$ cat src/srtc_pkg.sv
// shared constants and types for the split reload timer control block
package srtc_pkg;
  // register indices; byte address is four times the index
  localparam logic [7:0] IDX_CTRL = 8'h91;
  localparam logic [7:0] IDX_RLL = 8'h92;
  localparam logic [7:0] IDX_RLH = 8'h93;
  localparam logic [7:0] IDX_CNTL = 8'h94;
  localparam logic [7:0] IDX_CNTH = 8'h95;
  localparam logic [7:0] IDX_CLKSEL = 8'h96;
  localparam logic [7:0] IDX_IRQST = 8'h97;
  localparam logic [7:0] IDX_IRQMSK = 8'h98;
  localparam logic [7:0] IDX_NONE = 8'h00;
  // timer3_control fields
  localparam int B_HI_FLAG = 7;
  localparam int B_LO_FLAG = 6;
  localparam int B_LO_IRQ_EN = 5;
  localparam int B_CAP_EN = 4;
  localparam int B_SPLIT = 3;
  localparam int B_RUN = 2;
  localparam int B_XSEL = 0;
  localparam logic [7:0] CTRL_RST = 8'h00;
  // clock_select_control fields
  localparam int CKS_LOW = 0;
  localparam int CKS_HIGH = 1;
  // interrupt status and mask fields
  localparam int IRQ_HI = 0;
  localparam int IRQ_LO = 1;
  localparam int IRQ_CAP = 2;
  // external clock select encodings
  localparam logic [1:0] XSEL_SYS12 = 2'h0;
  localparam logic [1:0] XSEL_EXT8 = 2'h1;
  localparam logic [1:0] XSEL_RSVD = 2'h2;
  localparam logic [1:0] XSEL_LFO8 = 2'h3;
  // divider terminal counts
  localparam logic [3:0] SYS_DIV_LAST = 4'hB;
  localparam logic [2:0] OSC_DIV_LAST = 3'h7;
  localparam logic [7:0] BYTE_MAX = 8'hFF;
  localparam logic [15:0] WORD_MAX = 16'hFFFF;

  typedef struct packed {
    logic hsel;
    logic [31:0] haddr;
    logic [1:0] htrans;
    logic hwrite;
    logic [2:0] hsize;
    logic [31:0] hwdata;
  } srtc_ahb_req_t;

  typedef struct packed {
    logic [31:0] hrdata;
    logic hreadyout;
    logic hresp;
  } srtc_ahb_rsp_t;

  typedef struct packed {
    logic src_tick;
    logic lfo_fall;
  } srtc_tick_t;

  typedef struct packed {
    logic ext_s1, ext_s2, ext_s3, ext_s4;
    logic lfo_s1, lfo_s2, lfo_s3, lfo_s4;
    logic sus_s1, sus_s2;
    logic [2:0] ext_div;
    logic [2:0] lfo_div;
    logic [3:0] sys_div;
  } srtc_clk_state_t;

  typedef struct packed {
    logic dp_valid;
    logic dp_write;
    logic [7:0] dp_idx;
    logic rd_done;
    logic [31:0] rdata;
    logic [7:0] ctrl;
    logic [7:0] rll;
    logic [7:0] rlh;
    logic [7:0] cnt_l;
    logic [7:0] cnt_h;
    logic [1:0] fast_sel;
    logic [2:0] irq_st;
    logic [2:0] irq_msk;
  } srtc_state_t;
endpackage : srtc_pkg

$ cat src/srtc_clk_src.sv
// clock source selection, division and resynchronisation for the timer
`timescale 1ns/10ps
`default_nettype none
module srtc_clk_src (
  // clock and reset
  input wire logic clk_i,
  input wire logic rst_i,
  // asynchronous pins
  input wire logic ext_osc_i,
  input wire logic lfo_i,
  input wire logic suspend_i,
  // selection and ticks
  input wire logic [1:0] ext_sel_i,
  output srtc_pkg::srtc_tick_t tick_o
);
  import srtc_pkg::*;

  srtc_clk_state_t s_q, s_d;
  logic ext_rise;
  logic lfo_rise;

  always_comb begin
    s_d = s_q;
    s_d.ext_s1 = ext_osc_i;
    s_d.ext_s2 = s_q.ext_s1;
    s_d.ext_s3 = s_q.ext_s2;
    s_d.ext_s4 = s_q.ext_s3;
    s_d.lfo_s1 = lfo_i;
    s_d.lfo_s2 = s_q.lfo_s1;
    s_d.lfo_s3 = s_q.lfo_s2;
    s_d.lfo_s4 = s_q.lfo_s3;
    s_d.sus_s1 = suspend_i;
    s_d.sus_s2 = s_q.sus_s1;
    // suspend skips the retiming stage, one cycle earlier
    if (s_q.sus_s2) begin
      ext_rise = s_q.ext_s2 & ~s_q.ext_s3;
      lfo_rise = s_q.lfo_s2 & ~s_q.lfo_s3;
    end else begin
      ext_rise = s_q.ext_s3 & ~s_q.ext_s4;
      lfo_rise = s_q.lfo_s3 & ~s_q.lfo_s4;
    end
    if (ext_rise) begin
      s_d.ext_div = 3'(s_q.ext_div + 3'h1);
    end
    if (lfo_rise) begin
      s_d.lfo_div = 3'(s_q.lfo_div + 3'h1);
    end
    if (s_q.sys_div == SYS_DIV_LAST) begin
      s_d.sys_div = 4'h0;
    end else begin
      s_d.sys_div = 4'(s_q.sys_div + 4'h1);
    end
    tick_o.lfo_fall = ~s_q.lfo_s3 & s_q.lfo_s4;
    case (ext_sel_i)
      XSEL_SYS12: tick_o.src_tick = (s_q.sys_div == SYS_DIV_LAST);
      XSEL_EXT8: tick_o.src_tick = ext_rise & (s_q.ext_div == OSC_DIV_LAST);
      XSEL_LFO8: tick_o.src_tick = lfo_rise & (s_q.lfo_div == OSC_DIV_LAST);
      default: tick_o.src_tick = 1'b0;
    endcase
  end

  always_ff @(posedge clk_i) begin
    if (rst_i) begin
      s_q <= '0;
    end else begin
      s_q <= s_d;
    end
  end
endmodule : srtc_clk_src
`default_nettype wire

$ cat src/srtc_timer.sv
// split reload timer: control register, counters, capture and bus slave
//
// What this block does
// - the high overflow flag sets whenever the upper byte rolls over from FF to its reload value.
// - in 16-bit mode the high flag sets only when all 16 bits wrap or on a capture.
// - a set high overflow with its interrupt enabled raises the interrupt.
// - the overflow flags are never cleared by hardware, only by software.
// - the low overflow flag sets on every low byte wrap, in any mode.
// - low byte overflows interrupt when the low enable and timer irq are on.
// - with capture on, an oscillator falling edge copies count to reload.
// - the split bit picks one 16-bit counter or two 8-bit counters.
// - the 16-bit counter and the split high byte run only while run control is one.
// - in split mode run gates only the high byte; low byte always counts.
// - the select field picks sysclk/12, external/8 or oscillator/8.
// - divided external sources are resynchronised except in suspend.
// - split bytes share one source, each may pick the plain sysclk.
// - a 16-bit wrap loads the counter from the 16-bit reload pair.
// - in split mode each byte reloads from its own reload byte.
//
// The AHB-Lite slave port was decided locally.
`timescale 1ns/10ps
`default_nettype none
module srtc_timer (
  // clock and reset
  input wire logic clk_i,
  input wire logic rst_i,
  // ahb-lite slave
  input wire srtc_pkg::srtc_ahb_req_t ahb_i,
  input wire logic hready_i,
  output srtc_pkg::srtc_ahb_rsp_t ahb_o,
  // clock pins
  input wire logic ext_osc_i,
  input wire logic lfo_i,
  input wire logic suspend_i,
  // interrupt
  output logic irq_o
);
  import srtc_pkg::*;

  srtc_state_t s_q, s_d;
  srtc_tick_t tick;
  logic hready;
  logic acc;
  logic wr;
  logic [7:0] wd;
  logic wr_ctrl, wr_rll, wr_rlh, wr_cntl, wr_cnth;
  logic wr_clk, wr_st, wr_msk;
  logic tick_lo, tick_hi;
  logic split, run;
  logic lo_evt, hi_evt, cap_evt;
  logic [7:0] rmux;

  srtc_clk_src u_clk (
    .clk_i(clk_i),
    .rst_i(rst_i),
    .ext_osc_i(ext_osc_i),
    .lfo_i(lfo_i),
    .suspend_i(suspend_i),
    .ext_sel_i(s_q.ctrl[B_XSEL +: 2]),
    .tick_o(tick)
  );

  // reads take one wait state so a write just before is always seen
  assign hready = ~(s_q.dp_valid & ~s_q.dp_write & ~s_q.rd_done);
  assign acc = hready_i & ahb_i.hsel & ahb_i.htrans[1];
  assign wr = s_q.dp_valid & s_q.dp_write;
  assign wd = ahb_i.hwdata[7:0];
  assign wr_ctrl = wr & (s_q.dp_idx == IDX_CTRL);
  assign wr_rll = wr & (s_q.dp_idx == IDX_RLL);
  assign wr_rlh = wr & (s_q.dp_idx == IDX_RLH);
  assign wr_cntl = wr & (s_q.dp_idx == IDX_CNTL);
  assign wr_cnth = wr & (s_q.dp_idx == IDX_CNTH);
  assign wr_clk = wr & (s_q.dp_idx == IDX_CLKSEL);
  assign wr_st = wr & (s_q.dp_idx == IDX_IRQST);
  assign wr_msk = wr & (s_q.dp_idx == IDX_IRQMSK);
  assign split = s_q.ctrl[B_SPLIT];
  assign run = s_q.ctrl[B_RUN];
  // one shared source, each byte may bypass it with the raw sysclk
  assign tick_lo = s_q.fast_sel[CKS_LOW] | tick.src_tick;
  assign tick_hi = s_q.fast_sel[CKS_HIGH] | tick.src_tick;

  assign ahb_o.hrdata = s_q.rdata;
  assign ahb_o.hreadyout = hready;
  assign ahb_o.hresp = 1'b0;
  // low byte events only reach the pin with the low byte enable
  assign irq_o = |(s_q.irq_st & s_q.irq_msk &
                   {1'b1, s_q.ctrl[B_LO_IRQ_EN], 1'b1});

  always_comb begin
    case (s_q.dp_idx)
      IDX_CTRL: rmux = s_q.ctrl;
      IDX_RLL: rmux = s_q.rll;
      IDX_RLH: rmux = s_q.rlh;
      IDX_CNTL: rmux = s_q.cnt_l;
      IDX_CNTH: rmux = s_q.cnt_h;
      IDX_CLKSEL: rmux = {6'h00, s_q.fast_sel};
      IDX_IRQST: rmux = {5'h00, s_q.irq_st};
      IDX_IRQMSK: rmux = {5'h00, s_q.irq_msk};
      default: rmux = 8'h00;
    endcase
  end

  always_comb begin
    logic [15:0] cnt16;
    cnt16 = {s_q.cnt_h, s_q.cnt_l};
    s_d = s_q;
    lo_evt = 1'b0;
    hi_evt = 1'b0;
    cap_evt = 1'b0;
    // bus pipeline
    if (s_q.dp_valid & ~s_q.dp_write & ~s_q.rd_done) begin
      s_d.rdata = {24'h000000, rmux};
      s_d.rd_done = 1'b1;
    end
    if (hready) begin
      s_d.dp_valid = acc;
      s_d.dp_write = ahb_i.hwrite;
      s_d.dp_idx = (ahb_i.haddr[31:10] == 22'h000000) ?
                   ahb_i.haddr[9:2] : IDX_NONE;
      s_d.rd_done = 1'b0;
    end
    // counting
    if (!split) begin
      if (run & tick_lo) begin
        lo_evt = (s_q.cnt_l == BYTE_MAX);
        if (cnt16 == WORD_MAX) begin
          {s_d.cnt_h, s_d.cnt_l} = {s_q.rlh, s_q.rll};
          hi_evt = 1'b1;
        end else begin
          {s_d.cnt_h, s_d.cnt_l} = 16'(cnt16 + 16'h0001);
        end
      end
    end else begin
      if (tick_lo) begin
        if (s_q.cnt_l == BYTE_MAX) begin
          s_d.cnt_l = s_q.rll;
          lo_evt = 1'b1;
        end else begin
          s_d.cnt_l = 8'(s_q.cnt_l + 8'h01);
        end
      end
      if (run & tick_hi) begin
        if (s_q.cnt_h == BYTE_MAX) begin
          s_d.cnt_h = s_q.rlh;
          hi_evt = 1'b1;
        end else begin
          s_d.cnt_h = 8'(s_q.cnt_h + 8'h01);
        end
      end
    end
    // capture overwrites the reload pair with the running count
    if (s_q.ctrl[B_CAP_EN] & tick.lfo_fall) begin
      {s_d.rlh, s_d.rll} = cnt16;
      cap_evt = 1'b1;
    end
    // software writes win over counting on the count and reload bytes
    if (wr_rll) begin
      s_d.rll = wd;
    end
    if (wr_rlh) begin
      s_d.rlh = wd;
    end
    if (wr_cntl) begin
      s_d.cnt_l = wd;
    end
    if (wr_cnth) begin
      s_d.cnt_h = wd;
    end
    if (wr_clk) begin
      s_d.fast_sel = wd[1:0];
    end
    if (wr_msk) begin
      s_d.irq_msk = wd[2:0];
    end
    if (wr_ctrl) begin
      s_d.ctrl = wd;
    end
    // hardware sets win over a clearing write in the same cycle
    if (hi_evt | cap_evt) begin
      s_d.ctrl[B_HI_FLAG] = 1'b1;
    end
    if (lo_evt) begin
      s_d.ctrl[B_LO_FLAG] = 1'b1;
    end
    s_d.irq_st = (s_q.irq_st & ~(wr_st ? wd[2:0] : 3'h0)) |
                 {cap_evt, lo_evt, hi_evt};
  end

  always_ff @(posedge clk_i) begin
    if (rst_i) begin
      s_q <= '0;
      s_q.ctrl <= CTRL_RST;
    end else begin
      s_q <= s_d;
    end
  end
endmodule : srtc_timer
`default_nettype wire

$ cat config.mk
export PLATFORM = sky130hd
export DESIGN_NAME = srtc_timer
export DESIGN_NICKNAME = d
export VERILOG_FILES = /design/src/srtc_pkg.sv /design/src/srtc_clk_src.sv /design/src/srtc_timer.sv
export SDC_FILE = /design/constraint.sdc
export NUM_CORES = 1
export LEC_CHECK = 0
export ABC_AREA = 1
export BUFFER_PORTS_ARGS = -buffer_cell sky130_fd_sc_hd__buf_2
export CAP_MARGIN = 25
export CORE_MARGIN = 10
export CORE_UTILIZATION = 57
export CTS_BUF_LIST = sky130_fd_sc_hd__clkbuf_8
export DETAILED_ROUTE_END_ITERATION = 10
export PLACE_DENSITY = 0.8
export SLEW_MARGIN = 30
export SYNTH_ARGS = -nofsm -noshare
export SYNTH_HDL_FRONTEND = slang
export SYNTH_SLANG_ARGS = --single-unit
export TNS_END_PERCENT = 50
$ cat constraint.sdc
create_clock -name clk_i -period 1.75 [get_ports clk_i]
set_input_delay 0.2625 -clock clk_i [delete_from_list [all_inputs] [get_ports clk_i]]
set_output_delay 0.2625 -clock clk_i [all_outputs]
set_load 0.01 [all_outputs]
; ---- After elaboration in Yosys (flattened, before gate mapping)
; Cells that the tools add are included.
; Widths: inputs -> output; s select.
[totals]
regBits = 87
latch_bits = 0
mem_bits_rw = 0
romBits = 0
inputBits = 77
n_memories = 0
[classes]
addsub = 6
multipliers = 0
div_mod_pow = 0
magnitude_cmp = 0
n_eq_ne = 18
shifts = 0
muxes = 31
bitwise = 38
reduce_logical = 13
[ops]
columns = cell, count
row1 = $eq 8x8->1 const B, 10
row2 = $mux 8, 10
row3 = $mux 16, 4
row4 = $pmux 8 s8, 1
row5 = $and 1x1->1, 23
row6 = $logic_not 22->1, 1
row7 = $add 16x1->16 const B, 1
row8 = $add 8x1->8 const B, 2
row9 = $eq 16x16->1 const B, 1
row10 = $mux 1, 14
row11 = $and 3x3->3, 3
row12 = $reduce_bool 2->1, 4
row13 = $not 1->1, 7
row14 = $add 3x1->3 const B, 2
row15 = $eq 3x3->1 const B, 2
row16 = $ne 3x1->1 const B, 2
row17 = $reduce_bool 3->1, 2
row18 = $add 4x1->4 const B, 1
row19 = $eq 4x4->1 const B, 1
row20 = $reduce_and 2->1, 2
row21 = $reduce_or 2->1, 2
row22 = $mux 3, 1
row23 = $not 3->3, 1
row24 = $or 1x1->1, 3
row25 = other kinds (6), 6

; ---- Logic depth before layout (Yosys ltp)
[logic_depth]
word_depth = 11
depth_mapped = 15
mapped_depth_nobuf = 14

; ---- Hierarchy
; From an unflattened synthesis, not the netlist that was laid out.
[unflattened]
hier_cells = 749
hier_area_um2 = 4963.5
[modules_own_cells]
columns = module, n_inst, cells_each, area_per_inst_um2, seq_area_each_um2
row1 = srtc_timer, 1, 638, 4134.0, 1341.3
row2 = srtc_clk_src, 1, 111, 829.5, 400.4

; ---- Least setup slack after synthesis
; Ideal clock, no wire load.
[synth_timing]
kind = register -> register
start = register s_q[16] in the netlist's numbering
end = register s_q[11] in the netlist's numbering
setup_ns = 0.113
arrival_ns = 1.511
path_slack_ns = 0.126
path_stages_with_launch = 13
n_path_buf = 0
cell_sequence = dfxtp_1 -> ha_1 -> nand3_1 -> inv_1 -> nand2_1 -> nand2_1 -> nand2_1 -> nand3_1 -> nand3_1 -> nand2_1 -> nand2_1 -> nor2_1 -> nor2_1
[synth_via]
elab_chain_len = 5
word_cells_on_any_way = 6
[synth_lines]
columns = item, line_no
row1 = start: declaration, srtc_timer.sv:40  ; srtc_state_t s_q, s_d;
row2 = $add 16x1->16 / $eq 16x16->1 (equally long branches), "srtc_timer.sv:130, srtc_timer.sv:126"
row3 = $mux 16 *, srtc_timer.sv:126  ; if (cnt16 == WORD_MAX) begin
row4 = $mux 16 *, srtc_timer.sv:124  ; if (run & tick_lo) begin
row5 = $mux 16 *, srtc_timer.sv:123  ; if (!split) begin
row6 = $mux 8 *, srtc_timer.sv:166  ; if (wr_cnth) begin
; Mark *: on every way between the ends. The rest lies on a longest branch, timed or not. The select of a mux whose other input is x is not followed.
; A chain may end at the register's enable or synchronous reset.

; ---- Worst setup path in the final report
[layout_timing]
start = register u_clk.s_q[5] in the netlist's numbering
end = register s_q[16] in the netlist's numbering
[layout_via]
elab_chain_len = 7
word_cells_on_any_way = 8
[layout_lines]
columns = item, line_no
row1 = start: declaration, srtc_clk_src.sv:18  ; srtc_clk_state_t s_q, s_d;
row2 = start signal: assignment, srtc_clk_src.sv:64  ; s_q <= '0;
row3 = start signal: assignment, srtc_clk_src.sv:66  ; s_q <= s_d;
row4 = $eq 3x3->1 *, srtc_clk_src.sv:57  ; XSEL_LFO8: tick_o.src_tick = lfo_rise & (s_q.lfo_div == OSC_DIV_LAST);
row5 = $and 1x1->1 *, srtc_clk_src.sv:57
row6 = $pmux 1 s3 *, srtc_clk_src.sv:54  ; case (ext_sel_i)
row7 = $or 1x1->1 *, srtc_timer.sv:79  ; assign tick_lo = s_q.fast_sel[CKS_LOW] | tick.src_tick;
row8 = $and 1x1->1, srtc_timer.sv:124
row9 = $reduce_bool 3->1 (no source line), n/a
row10 = $reduce_and 2->1 (no source line) *, n/a
; Mark *: on every way between the ends. The rest lies on a longest branch, timed or not.

==> metrics.csv <==
stage;metric;value;unit
synth;synth_mux_area_share;0;%
worst_hold_path;holdCritPathClass;in2reg;
floorplan;coreArea;8680;µm²
setup_path;required;2.00;ns
layout;layout.nets;940;
synth;yosys.area_share.adder;1.73;%
power_and_ir_drop;power.density;617;nW/µm²
timing;setup_violations;0;
timing;hold_violations;0;
routing;drc_errors;0;
synth;synthCells;770;
layout;seqCellArea;1750;µm²
synth;synth_commonest_cells;182 x nand2_1, 101 x inv_1, 87 x dfxtp_1;
synth;ys_seq_area_share;34.4;%
layout;area_growth;18.5;%
routing;drtPass1Iterations;5;
routing;wl_per_cell;14.9;µm
synth;syn_avg_cell_area;6.57;µm²
floorplan;rows;34;
layout;diodes;0;
routing;num_vias;5189;
power_and_ir_drop;power;3.70;mW
clock_tree;worstSkewPairLatency;0.37;ns
synth;synthesis.yosys.warnings;0;
global_routing;grt_max_degree;46;
power_and_ir_drop;power_switching;916;µW
placed_design;portBuffers;56;
timing;fin_crit_sh;99.2;%
job;maxCapViolations;0;
power_and_ir_drop;pwr-share-clk;39.9;%
outcome;outcome;finished clean;
setup_path;reg2reg_depth;12;
layout;multi_input_area;2860;µm²
clock_tree;ctsRootBufferMaster;clkbuf_8;
synth;synth-edff-count;0;
placed_design;dp_hpwl;11000;µm
clock_tree;h-tree-depth;3;
clock_tree;numCtsBuffers;9;
synth;yosys.area.top_type;dfxtp_1;
setup_path;start_kind;flip-flop;
timing;fin_skew;0.0179;ns
power_and_ir_drop;leakage;2.81;nW
global_routing;grt_usage;21.6;%
global_routing;grt_pass1_vias;4919;
synth;ys_seq_elements;87;
timing;slew_violations;0;
synth;synthArstFlopShare;0;%
timing;fmax;576;MHz
floorplan;pin_count;112;
routing;drt_iter0_markers;414;
floorplan;die_y;114;µm
clock_tree;path_clk_slew;0.09;ns
routing;postRouteAntennaNets;0;
routing;vias_per_cell;5.36;
global_routing;grt_antenna_before_repair;0;
floorplan;die_x;114;µm
power_and_ir_drop;p_sw_share;24.8;%
timing;holdWs;0.103;ns
clock_tree;clkSinkCount;87;
setup_path;crit_type;reg2reg;
placed_design;dp_cells;949;
power_and_ir_drop;vdd_drop_max;0.579;mV
synth;synth_compound_area_share;16.2;%
worst_hold_path;whs_path_depth;3;
clock_tree;tritoncts;yes;
routing;wirelength;14500;µm
power_and_ir_drop;power_frac_comb;5.6;%
synth;synth_top_family_by_area;simple AND/OR/NAND/NOR gates;
setup_path;crit_arrival;1.99;ns
floorplan;dieArea;13000;µm²
layout;fill_cells;776;
layout;drive_gt1_share;21.8;%
synth;ys.flop_type;dfxtp_1;
floorplan;initial_core_util;58.3;%
timing;final.min_clock_period;1.74;ns
placed_design;routabilityCongestion;0.966;
timing;rsz0062_at_grt;yes;
global_routing;grt_pass1_wl;23400;µm
layout;fin_cells;969;
power_and_ir_drop;internal-power;2.78;mW
synth;synth.most_common_cell;nand2_1;
synth;synth_xor_area_share;1.04;%
synth;synthSimpleGateAreaFrac;31.4;%
synth;ys_types;35;
clock_tree;cts_buffer_depth;2;
power_and_ir_drop;p_seq_share;54.5;%
global_routing;grt_overflow;0;
synth;syn_area;5060;µm²
synth;synth_area_leaders;dfxtp_1 34%, nand2_1 14%, o21ai_0 7.7%;
synth;yosysTopAreaCellShare;34.4;%
setup_path;worstPathMaxFanout;6;
setup_path;endpoint_kind;flip-flop;
## area by class of cell
cell class	instances	share of cell area [%]
clock buffer	10	2.30
clock inverter	6	1.15
sequential	87	29.2
timing repair buffer	102	10.9
tap	108	2.25
multi-input combinational	551	47.6
inverter	105	6.57
## cell usage in the layout (no fill, tap or decap), drive strengths merged, types with 10 or more instances in the layout
| master | instances |
|---|---|
| o21ai | 82 |
| o22ai | 12 |
| nand2 | 195 |
| clkbuf | 10 |
| conb | 25 |
| dfxtp | 87 |
| a21oi | 50 |
| inv | 103 |
| nand3 | 56 |
| nor2 | 85 |
| buf | 102 |
## worst paths after layout
check                                           endpoint  slack [ns]                 startpoint
worst max-delay path                s_q[16]$_SDFFE_PP0P_        0.01  u_clk.s_q[5]$_SDFFE_PP0P_
worst max register to register      s_q[16]$_SDFFE_PP0P_        0.01  u_clk.s_q[5]$_SDFFE_PP0P_
worst min-delay path            u_clk.s_d[14]$_SDFF_PP0_        0.10                      lfo_i
worst min register to register  u_clk.s_d[17]$_SDFF_PP0_        0.41   u_clk.s_d[18]$_SDFF_PP0_
## timing repair
| action | 4_1_cts | 5_1_grt |
|---|---|---|
| hold buffers | 0 | 0 |
| pin swaps | 0 | 16 |
| setup endpoints to repair | 12 | 36 |
| setup buffers | 0 | 3 |
| endpoints found under the hold margin | 0 | 0 |
| gates resized for setup | 4 | 64 |
| gates cloned | 0 | 1 |
## metrics by stage
step	worst slack [ns]	instance area (µm²)	TNS, ns	util (%)
floorplan	0.126	5150	0	-
finish	0.0145	5990	0	69.1
CTS	0.0127	5740	0	66.2
global placement	0.00700	5520	0	63.6
global route	-0.0844	5990	-0.931	69.1
detailed placement	-0.0438	5520	-0.226	63.6
## critical path: stages (launching register included)
cell and delay, ns:
dfxtp_2 0.36, ha_4 0.13, ha_2 0.14, nand2_1 0.05, inv_1 0.05, nand2_1 0.04, nand2_1 0.08, nand2_2 0.11
nand2_4 0.12, o21ai_4 0.10, or2_4 0.27, nor2_1 0.11, nor2_1 0.07
## kinds of logic (layout without fill, tap and decap cells)
family / count (synthesis) / after routing
and+or+nand+nor: 358 / 359
buffers and inverters: 157 / 223
AOI/OAI and AO/OA: 154 / 154
DFF: 87 / 87
adders and majority gates: 7 / 7
xor gates and xnor gates: 6 / 6
other: 1 / 25
## registers in the layout, summed over array words and instances (netlist names)
signal     cells
run            1
s_q           58
ahb_o          8
u_clk.s_q     13
u_clk.s_d      7
## per-layer routing
layer / part of all wire, % / global-route usage, % / up-vias
met5: 0 / 0 / -
met4: 3.7 / 10.6 / 0
met3: 6.7 / 4.25 / 37
met2: 50 / 36.9 / 208
met1: 40 / 25.3 / 2343
li1: - / - / 2601
## power by group through the flow
stage / Combinational [mW] / Sequential, mW / Clock (mW)
final: 0.207 / 2.02 / 1.48
after global routing: 0.231 / 2.02 / 1.57
after CTS: 0.200 / 2.01 / 1.49
after detailed placement: 0.200 / 2.06 / 0
after global placement: 0.193 / 2.06 / 0
after floorplan: 0.150 / 2.06 / 0
No activity file was read; power rests on OpenSTA's default activity.
